--- src/logic/pwmog_map.svh ---
`ifndef PWMOG_MAP_SVH
`define PWMOG_MAP_SVH

// ************************************************************
// Register addresses on the MCU data space
// ************************************************************
`define PWMOG_ADDR_WIDTH_HIGH   16'hFFBD
`define PWMOG_ADDR_WIDTH_LOW    16'hFFBE
`define PWMOG_ADDR_FREQ_CTRL    16'hFFBF

// ************************************************************
// Field layout and reset values
// ************************************************************
`define PWMOG_EN_BIT            7
`define PWMOG_CODE_MSB          6
`define PWMOG_RESET_BYTE        8'h00
`define PWMOG_WIDTH_ZERO        16'h0000
`define PWMOG_WIDTH_FULL        16'hFFFF

// ************************************************************
// Timing
// ************************************************************
`define PWMOG_CLK_KHZ           250000
`define PWMOG_FMAX_HZ_X100      9375000

`endif

--- src/logic/pwmog_pkg.sv ---
package pwmog_pkg;
	typedef logic [7:0]  pwmog_byte_t;
	typedef logic [15:0] pwmog_width_t;
	typedef logic [6:0]  pwmog_code_t;
endpackage

--- src/logic/pwmog_core.sv ---
`timescale 1ns/100ps
`include "pwmog_map.svh"

module pwmog_core
	import pwmog_pkg::*;
#(
	parameter int CLK_KHZ = `PWMOG_CLK_KHZ
) (
	input  wire logic        clk,
	input  wire logic        rst,
	input  wire logic [15:0] mem_addr,
	input  wire logic        mem_wr,
	input  wire logic        mem_rd,
	input  wire pwmog_byte_t mem_wdata,
	output pwmog_byte_t      mem_rdata,
	output logic             mem_hit,
	output logic             pwm_out
);
	// Period is 2^16 sub-steps of one tick; top rate = clk/(BASE_DIV*65536)
	// 64-bit sums: the clock in hundredths of a hertz does not fit a 32-bit int
	localparam longint CLK_X100 = longint'(CLK_KHZ) * 64'h186A0;
	localparam longint TOP_X100 = longint'(`PWMOG_FMAX_HZ_X100) * 64'h10000;
	localparam int BASE_DIV = int'((CLK_X100 + TOP_X100 - 64'h1) / TOP_X100);
	localparam int BASE_DIV_SAFE = (BASE_DIV < 1) ? 1 : BASE_DIV;

	pwmog_byte_t  freq_q, freq_d;
	pwmog_byte_t  wlo_q, wlo_d;
	pwmog_byte_t  whi_q, whi_d;
	pwmog_byte_t  rdata_q, rdata_d;
	pwmog_width_t phase_q, phase_d;
	logic         out_q, out_d;
	logic         enable;
	logic         tick;
	pwmog_width_t width;

	// ************************************************************
	// Register file
	// ************************************************************
	// Byte writes at the documented addresses; reads are registered
	always_comb begin
		freq_d  = freq_q;
		wlo_d   = wlo_q;
		whi_d   = whi_q;
		rdata_d = rdata_q;
		if (mem_wr) begin
			unique case (mem_addr)
				`PWMOG_ADDR_FREQ_CTRL:  freq_d = mem_wdata;
				`PWMOG_ADDR_WIDTH_LOW:  wlo_d  = mem_wdata;
				`PWMOG_ADDR_WIDTH_HIGH: whi_d  = mem_wdata;
				default: ;
			endcase
		end
		if (mem_rd) begin
			unique case (mem_addr)
				`PWMOG_ADDR_FREQ_CTRL:  rdata_d = freq_q;
				`PWMOG_ADDR_WIDTH_LOW:  rdata_d = wlo_q;
				`PWMOG_ADDR_WIDTH_HIGH: rdata_d = whi_q;
				default:                rdata_d = `PWMOG_RESET_BYTE;
			endcase
		end
	end

	// All fields clear on reset
	always_ff @(posedge clk) begin
		if (rst) begin
			freq_q  <= `PWMOG_RESET_BYTE;
			wlo_q   <= `PWMOG_RESET_BYTE;
			whi_q   <= `PWMOG_RESET_BYTE;
			rdata_q <= `PWMOG_RESET_BYTE;
		end else begin
			freq_q  <= freq_d;
			wlo_q   <= wlo_d;
			whi_q   <= whi_d;
			rdata_q <= rdata_d;
		end
	end

	assign mem_rdata = rdata_q;
	assign mem_hit   = (mem_addr == `PWMOG_ADDR_FREQ_CTRL) ||
	                   (mem_addr == `PWMOG_ADDR_WIDTH_LOW) ||
	                   (mem_addr == `PWMOG_ADDR_WIDTH_HIGH);
	assign enable    = freq_q[`PWMOG_EN_BIT];
	assign width     = {whi_q, wlo_q};

	// ************************************************************
	// Frequency tick
	// ************************************************************
	pwmog_prescaler #(
		.BASE_DIV (BASE_DIV_SAFE)
	) u_presc (
		.clk  (clk),
		.rst  (rst),
		.run  (enable),
		.code (freq_q[`PWMOG_CODE_MSB:0]),
		.tick (tick)
	);

	// ************************************************************
	// Period counter and comparator
	// ************************************************************
	// Full scale forced high so FFFFh has no one-step low glitch per period
	always_comb begin
		phase_d = phase_q;
		out_d   = 1'b0;
		if (!enable) begin
			phase_d = `PWMOG_WIDTH_ZERO;
			out_d   = 1'b0;
		end else begin
			if (tick)
				phase_d = phase_q + 16'h0001;
			// Current phase, so the first step after enable lasts a full tick
			if (width == `PWMOG_WIDTH_FULL)
				out_d = 1'b1;
			else
				out_d = (phase_q < width);
		end
	end

	// Output from a flip-flop to avoid comparator glitches on the pin
	always_ff @(posedge clk) begin
		if (rst) begin
			phase_q <= `PWMOG_WIDTH_ZERO;
			out_q   <= 1'b0;
		end else begin
			phase_q <= phase_d;
			out_q   <= out_d;
		end
	end

	assign pwm_out = out_q;
endmodule

--- src/logic/pwmog_prescaler.sv ---
`timescale 1ns/100ps
`include "pwmog_map.svh"

// Tick generator: one tick every (code+1)*BASE_DIV clocks, idle while disabled
module pwmog_prescaler
	import pwmog_pkg::*;
#(
	parameter int BASE_DIV = 1
) (
	input  wire logic        clk,
	input  wire logic        rst,
	input  wire logic        run,
	input  wire pwmog_code_t code,
	output logic             tick
);
	localparam int CW = 16;

	logic [CW-1:0] cnt_q;
	logic [CW-1:0] cnt_d;
	logic [CW-1:0] limit;

	// ************************************************************
	// Count
	// ************************************************************
	// Larger code means lower output frequency
	always_comb begin
		limit = CW'((32'(code) + 32'd1) * 32'(BASE_DIV) - 32'd1);
		cnt_d = cnt_q;
		if (!run)
			cnt_d = '0;
		else if (cnt_q >= limit)
			cnt_d = '0;
		else
			cnt_d = cnt_q + CW'(1);
	end

	// Registered state
	always_ff @(posedge clk) begin
		if (rst)
			cnt_q <= '0;
		else
			cnt_q <= cnt_d;
	end

	assign tick = run && (cnt_q >= limit);
endmodule

--- config.mk ---
export PLATFORM = sky130hd
export DESIGN_NAME = pwmog_core
export DESIGN_NICKNAME = d
export VERILOG_FILES = /design/src/logic/pwmog_pkg.sv /design/src/logic/pwmog_core.sv /design/src/logic/pwmog_prescaler.sv
export VERILOG_INCLUDE_DIRS = /design/src /design/src/logic
export SDC_FILE = /design/constraint.sdc
export NUM_CORES = 1
export LEC_CHECK = 0
export CORE_MARGIN = 2
export CORE_UTILIZATION = 58
export DETAILED_ROUTE_END_ITERATION = 8
export DONT_BUFFER_PORTS = 1
export GPL_ROUTABILITY_DRIVEN = 0
export PLACE_DENSITY = 0.76
export SLEW_MARGIN = 0
export SYNTH_ARGS = -nofsm -noshare
export SYNTH_HDL_FRONTEND = slang
export SYNTH_SLANG_ARGS = --single-unit
--- constraint.sdc ---
create_clock -name clk -period 3.2 [get_ports clk]
set_input_delay 0.16 -clock clk [delete_from_list [all_inputs] [get_ports clk]]
set_output_delay 0.16 -clock clk [all_outputs]
set_load 0.02 [all_outputs]
Yosys cells after proc, flatten, opt, wreduce, memory -nomap -nowiden
Index checks and enable logic that the tools add are counted.
Operators by class
  eq/ne operators: 4
  muxes and demuxes: 2
  add/sub/neg operators: 4
  order comparisons: 2
  reduce and logical (&&, ||, !) cells: 8
  bitwise gates (word level): 1
Operators with widths (count)
  == test 16 bit (second input constant): 4
  adder 16 x 1 -> 16 bit (second input constant): 2
  case mux 8 bit (3 select lines): 1
  greater-or-equal comparator 16 bit: 1
  less-than comparator 16 bit: 1
  subtractor 16 x 1 -> 16 bit (second input constant): 1
  adder 7 x 1 -> 8 bit (second input constant): 1
  AND reduction 2 bit: 3
  OR reduction 3 bit: 1
  logical OR 1 bit: 2
  OR reduction 2 bit: 1
  logical AND 1 bit: 1
  two-way mux 1 bit: 1
  NOT 1 bit: 1
Word-level totals
  word-level logic and storage cells: 28
  output and inout port bits: 10
  register bits after elaboration: 65
  bits of input ports: 28

Logic depth before layout (Yosys ltp)
Gate-level depths: netlist of run 1.
  word-level depth: 4
  depth in mapped cells: 16

Hierarchy
From an unflattened synthesis of run 1, not the netlist that was laid out.
Unflattened totals
  cell total of the unflattened synthesis: 360
  area total of the unflattened synthesis: 3236.9 um2
By module, submodules not included
  pwmog_core: area an instance 2512.4 um2, cells an instance 292, sequential area each 980.9 um2, times used 1
  pwmog_prescaler: area an instance 724.4 um2, cells an instance 68, sequential area each 320.3 um2, times used 1

Worst setup path after synthesis of run 1
OpenSTA, ideal clock, no wires.
  path type: flip-flop to flip-flop
  start point: register freq_q[0]
  end point: register phase_q[11]
  data required time: 3130 ps
  setup slack: -234 ps
  stages on the path, launching flop included: 15
  buffers on the path: 2
  arrival time: 3363 ps
  cell sequence: dfxtp_1 > ha_1 > clkbuf_1 > or3_1 > o22ai_1 > nand3b_1 > nor2_1 > ha_1 > ha_1 > a21oi_1 > a2111oi_4 > a221oi_2 > buf_6 > or4_1 > a21oi_1
Between the ends
  word-level cells in the longest chain between the ends: 4
RTL lines
  from (decl): line pwmog_core.sv:26  | pwmog_byte_t freq_q, freq_d;
  from (signal assigned): line pwmog_core.sv:66  | freq_q <= `PWMOG_RESET_BYTE;
  from (signal assigned): line pwmog_core.sv:71  | freq_q <= freq_d;
  adder 7 x 1 -> 8 bit: line pwmog_prescaler.sv:27  | limit = CW'((32'(code) + 32'd1) * 32'(BASE_DIV) - 32'd1);
  subtractor 16 x 1 -> 16 bit: line pwmog_prescaler.sv:27
  greater-or-equal comparator 16 bit: line pwmog_prescaler.sv:45  | assign tick = run && (cnt_q >= limit);
  logical AND 1 bit: line pwmog_prescaler.sv:45
  to (signal assigned): line pwmog_core.sv:122  | phase_q <= `PWMOG_WIDTH_ZERO;
  to (signal assigned): line pwmog_core.sv:125  | phase_q <= phase_d;
  to (decl): line pwmog_core.sv:30  | pwmog_width_t phase_q, phase_d;
Every way passes these cells.
A chain may end at the register's enable or synchronous reset.

Final worst setup path of run 1
  start point: register freq_q[0]
  end point: register phase_q[12]
Same word-level chain as after synthesis.

==> results of run 1 <==
final cells by class:
class,instances,area (sq um),area share [%]
Clock inverter,7,102.6,2.274
Sequential cell,65,1304,28.90
Multi-Input combinational cell,354,2500,55.41
Inverter,23,86.33,1.913
Tap cell,77,96.34,2.135
Timing Repair Buffer,34,299.0,6.628
Clock buffer,9,123.9,2.745
stage by stage:
stage / instances / worst slack (ns) / TNS [ns] / util, %
2_1_floorplan: 464 / -0.1135 / -0.4680 / -
3_3_place_gp: 541 / -0.03074 / -0.1689 / 63.64
3_5_place_dp: 541 / -0.1361 / -1.056 / 63.64
4_1_cts: 568 / -0.1295 / -0.9668 / 69.30
5_1_grt: 569 / -0.3340 / -6.298 / 70.65
6_report: 569 / -0.2011 / -2.012 / 70.65
kinds of logic after synthesis:
| kind of cell | synth area share [%] |
|---|---|
| xor gates and xnor gates | 6.136 |
| muxes | 6.753 |
| AOI/OAI and AO/OA | 14.12 |
| buffers and inverters | 4.902 |
| and+or+nand+nor | 22.63 |
| adders and majority gates | 11.69 |
| DFF | 33.77 |
cells in the final DEF (no fill, tap or decap), drive strengths merged, types with 11 or more instances in the layout:
cell type	instances
mux2i	26
buf	23
dfxtp	65
nand2	46
inv	24
nor2	51
nand4	14
o21ai	32
xnor2	13
ha	36
xor2	14
nand3	16
dlygate4sd3	11
a21oi	27
worst paths after layout:
kind | to | cells past startpoint
setup / recovery | phase_q[12] | 13
setup reg to reg | phase_q[12] | 13
hold / removal | mem_rdata[3] | 2
hold reg to reg | phase_q[13] | 2
metal layers:
layer	GRT usage [%]	up-vias
met5	0	-
met4	12.84	0
met3	5.005	25
met2	46.45	70
met1	30.67	1622
li1	-	1694
power groups by stage:
stage                     clock network [mW]  registers, mW  logic (mW)
after floorplan                            0          0.827      0.0142
after global placement                     0          0.827     0.00620
after detailed placement                   0          0.827     0.00654
after CTS                              0.805          0.808      0.0240
after global routing                   0.837          0.808      0.0267
final                                  0.792          0.808      0.0249
repair_timing:
action | in CTS | in global routing
gates resized for setup | 4 | 10
hold buffers | 11 | 0
pin swaps | 2 | 2
endpoints found under the hold margin | 25 | 0
endpoints found under the setup margin | 17 | 31
setup buffers | 0 | 1
Yosys cell counts (all sizes together) (10+ instances only):
| library cell | n | area [sq um] |
|---|---|---|
| nand3 | 16 | 80.08 |
| a21oi | 27 | 135.1 |
| clkbuf | 18 | 67.56 |
| o21ai | 32 | 160.2 |
| nand4 | 14 | 93.84 |
| nand2 | 46 | 175.2 |
| inv | 23 | 86.33 |
| and3 | 10 | 62.56 |
| mux2i | 26 | 260.3 |
| xnor2 | 13 | 113.9 |
| nor2 | 51 | 191.4 |
| xor2 | 14 | 122.6 |
| ha | 36 | 450.4 |
| dfxtp | 65 | 1301 |
sequential cells by signal, indices dropped and copies added, names as in the netlist:
name and flops:
freq_q 8, mem_rdata 8, phase_q 16, pwm_out 1, u_presc.cnt_q 16, whi_q 8, wlo_q 8
==> run_results.csv, run 1 <==
group,metric,value,unit
sta,fin_crit_sh,106.3,%
flow_run,drv_cap,0,
cts,root_buffer,"clkbuf_8",
floorplanning,std_cell_rows,29,
sta,slew-limit-headroom,44.23,%
grt,grt_use_total,26.37,%
routing,dr.max_layer_used,"met4",
grt,grt_pass1_wl,15230,um
floorplanning,die_h,85.51,um
routing,wl_met1,3818,um
routing,wl_met2,4641,um
min_path,hp-start,"mem_addr[0]",
sta,tightest_slew,0.8337,ns
placed_design,hpwl,6428,um
floorplanning,dieWidth,85.51,um
floorplanning,coreArea,0.006386,sq mm
worst_setup_path,worstPathArrival,3.67,ns
worst_setup_path,worstSetupStartpoint,"freq_q[0]",
sta,finClkSkew,0.01201,ns
logic_synthesis,yosysWarnings,0,
routing,finalWirelength,9116,um
routing,vias_per_cell,5.995,
pwr,p_seq_share,49.7,%
final_layout,drive_gt1_share,12.40,%
placed_design,placed_cell_area,0.004064,sq mm
final_layout,area.growth.synth_to_final,17.08,%
sta,setup_ws,-0.2011,ns
worst_setup_path,crit_type,"reg -> reg",
logic_synthesis,yosysSeqAreaShare,33.77,%
worst_setup_path,r2r-start,"freq_q[0]",
worst_setup_path,crit_required,3.47,ns
routing,detail_route.iter0.violations,117,
pwr,switching_share,22.23,%
logic_synthesis,syn_area_per_cell,8.305,sq um
worst_setup_path,end_kind,"flip-flop",
floorplanning,start_util,60.34,%
routing,final_antenna_net_count,0,
logic_synthesis,syn-num-nets,528,
sta,final_max_slew_viol_count,0,
pwr,power_switching,361.3,uW
logic_synthesis,synth_flop_cell,"dfxtp_1",
pwr,total_power,1.625,mW
grt,grt_max_degree,26,
sta,min_period,3.401,ns
cts,clockBufferDepth,2,
routing,dr_total_vias,3411,
final_layout,fill_cells,480,
cts,insertion_delay,0.36,ns
logic_synthesis,netlist_instances,464,
pwr,p_per_area,360.2,mW/mm^2
routing,first_pass_iters,5,
sta,setup_viol,26,
outcome,status,"complete, but fails checks",
grt,antenna_found_initial,0,
pwr,power.internal,1.264,mW
floorplanning,io_pins,38,
floorplanning,dieArea,0.007312,sq mm
routing,wl_per_cell,16.02,um
worst_setup_path,crit_top_cell,"ha_4",
pwr,p_comb_share,1.5,%
logic_synthesis,async_flop_share,0,%
worst_setup_path,critPathSlowestCell,"or4_1",
cts,cts.sinks,65,
worst_setup_path,critPathTopFamily,"simple AND/OR/NAND/NOR gates",
logic_synthesis,ys_ff_latch,65,
worst_setup_path,r2r_slack,-0.20,ns
sta,rsz0062_at_grt,"true",
placed_design,port_buffers,0,
routing,wl_met3,376,um
cts,htree_num_levels,3,
worst_setup_path,cp-start-kind,"flip-flop",
cts,path_clk_slew,0.08,ns
worst_setup_path,crit_fanout,25,
sta,timing.fmax,294.0,MHz
logic_synthesis,synthesis.area,0.003854,sq mm
pwr,p_clk_share,48.7,%
worst_setup_path,cpPeakStageDelay,0.53,ns
worst_setup_path,path_buf_inv,1,
sta,hold_viol_final,0,
routing,drc,0,
logic_synthesis,ys_types,40,
pwr,peakVddDrop,420.4,uV
pwr,power_leakage,1.777,nW
outcome,violations,"setup timing",
grt,grt_overflow,0,
final_layout,fin_nets,551,
worst_setup_path,crit_chain,"ha_4 > or3_4 > o22ai_2 > nand3b_1 > nor2_4 > ha_4 > ha_4 > o211ai_1 > a2111oi_4 > a221oi_2 > buf_12 > or4_1 > a21oi_2",
cts,tritoncts,"built",
grt,grt_pass1_vias,3310,
final_layout,stdcell_area,0.004512,sq mm
cts,cts_made_buffers,9,
final_layout,diodes,0,
sta,whs,0.007703,ns
min_path,hp-class,"in -> reg",
logic_synthesis,synth_edf_count,0,
No activity file was read; power rests on OpenSTA's default activity.
==> run 2: changes to the inputs <==
Settings changed: CORE_ASPECT_RATIO from default to 0.6.
==> run 2 against run 1 <==
The run still ends with setup timing left. Clock power shrank 24%. Largest cell class unchanged. Routed wire length up 18%. Hold slack barely moved.
==> run_results.csv, run 2 (same netlist as run 1, synthesis figures left out) <==
group,metric,value,unit
grt,grt_max_degree,25,
final_layout,drive_gt1_share,18.11,%
worst_setup_path,crit_top_cell,"ha_4",
sta,final_max_slew_viol_count,0,
grt,grt_pass1_vias,3393,
sta,setup_viol,32,
floorplanning,coreArea,0.006276,sq mm
min_path,hold-path-cell-count,2,
cts,root_buffer,"clkbuf_8",
routing,dr.max_layer_used,"met4",
placed_design,port_buffers,0,
worst_setup_path,cpPeakStageDelay,0.51,ns
cts,path_clk_slew,0.08,ns
worst_setup_path,crit_chain,"ha_4 > or3_4 > o22ai_2 > nand3b_1 > nor2_4 > ha_4 > inv_1 > ha_4 > buf_4 > nand2_1 > o21ai_0 > a221oi_4 > buf_12 > or4_1 > a21oi_1",
routing,drc,0,
sta,finClkSkew,0.009493,ns
routing,wl_met1,4822,um
grt,antenna_found_initial,0,
worst_setup_path,path_buf_inv,3,
worst_setup_path,r2r-start,"freq_q[1]",
routing,vias_per_cell,6.217,
worst_setup_path,worstPathArrival,3.84,ns
sta,setup_ws,-0.3476,ns
floorplanning,dieWidth,109.2,um
outcome,violations,"setup timing",
placed_design,place_ws,-0.1841,ns
worst_setup_path,rr_endpoint,"phase_q[7]",
flow_run,drv_cap,0,
final_layout,fin_nets,557,
pwr,p_per_area,304.6,mW/mm^2
sta,slew-limit-headroom,39.43,%
grt,grt_use_total,30.07,%
placed_design,dp_cells,548,
routing,wl_per_cell,18.56,um
placed_design,hpwl,7046,um
routing,detail_route.iter0.violations,296,
min_path,hp-start,"mem_addr[0]",
routing,dr_total_vias,3612,
final_layout,diodes,0,
cts,cts_made_buffers,9,
routing,wl_met2,4762,um
final_layout,reg_top3,"phase_q (16), u_presc.cnt_q (16)",
worst_setup_path,reg2reg_depth,15,
floorplanning,dieArea,0.007334,sq mm
worst_setup_path,r2r_slack,-0.35,ns
final_layout,area.growth.synth_to_final,22.56,%
worst_setup_path,crit_fanout,11,
sta,whs,0.007348,ns
floorplanning,die_h,67.14,um
floorplanning,std_cell_rows,22,
sta,fin_crit_sh,110.9,%
routing,final_antenna_net_count,0,
outcome,status,"complete, but fails checks",
cts,insertion_delay,0.37,ns
cts,htree_num_levels,3,
sta,timing.fmax,281.9,MHz
cts,cts.sinks,65,
cts,clockBufferDepth,2,
min_path,whs_endpoint,"mem_rdata[4]",
routing,finalWirelength,10790,um
worst_setup_path,crit_required,3.49,ns
worst_setup_path,critPathSlowestCell,"or4_1",
final_layout,fill_cells,425,
final_layout,finish.utilization,75.26,%
cts,tritoncts,"built",
routing,first_pass_iters,5,
sta,tightest_slew,0.9056,ns
pwr,power_leakage,1.800,nW
routing,wl_met3,987,um
sta,min_period,3.548,ns
worst_setup_path,crit_type,"reg -> reg",
floorplanning,start_util,61.40,%
grt,grt_overflow,0,
worst_setup_path,cp-start-kind,"flip-flop",
sta,hold_viol_final,0,
min_path,hp-class,"in -> reg",
pwr,total_power,1.439,mW
pwr,peakVddDrop,276.8,uV
worst_setup_path,end_kind,"flip-flop",
sta,rsz0062_at_grt,"true",
floorplanning,io_pins,38,
final_layout,stdcell_count,581,
grt,grt_pass1_wl,16560,um
final_layout,layout_commonest_cell,"dfxtp_1",
worst_setup_path,critPathTopFamily,"simple AND/OR/NAND/NOR gates",
final_layout,layout_common_cells,"dfxtp_1, nand2_1, nor2_1",
[run 2: metal layers]
metal,up-vias,GRT usage [%]
met5,-,0
met3,23,7.046
met4,0,10.13
met1,1710,40.83
li1,1717,-
met2,162,47.52
[run 2: area by class of cell]
class | count | area (sq um) | share of cell area (%)
inverters | 23 | 86.33 | 1.828
repair buffers | 39 | 377.9 | 8.000
clock buffers | 9 | 123.9 | 2.623
flip-flops and latches | 65 | 1306 | 27.66
well taps | 84 | 105.1 | 2.225
clock inverters | 6 | 36.28 | 0.7682
multi-input cells | 355 | 2688 | 56.90
[run 2: worst max-delay path by stage]
stage,start,endpoint,slack (ns),cells past startpoint
final,freq_q[1],phase_q[7],-0.35,15
after global routing,freq_q[1],phase_q[7],-0.49,15
after CTS,freq_q[1],phase_q[7],-0.17,13
after detailed placement,freq_q[1],phase_q[7],-0.18,14
after global placement,freq_q[1],phase_q[5],-0.02,13
after floorplan,freq_q[0],phase_q[11],-0.11,14
[run 2: where the power goes]
part	internal [mW]	switching (mW)	leakage [nW]	total, mW
Clock	0.271	0.333	0.0846	0.604
Combinational	0.0112	0.0147	1.19	0.0259
Sequential	0.808	0.00000343	0.525	0.808
Total	1.09	0.348	1.80	1.44
[run 2: metrics by stage]
step                instance area, sq um  setup TNS [ns]
floorplan                           3902         -0.4680
global placement                    4085        -0.08835
detailed placement                  4085          -2.159
CTS                                 4524          -1.593
global route                        4723          -10.38
finish                              4723          -5.508
[run 2: timing repair]
action,4_1_cts,5_1_grt
endpoints found under the setup margin,31,32
endpoints found under the hold margin,28,0
gates cloned,1,1
pin swaps,2,7
setup buffers,2,3
gates resized for setup,17,38
hold buffers,11,0
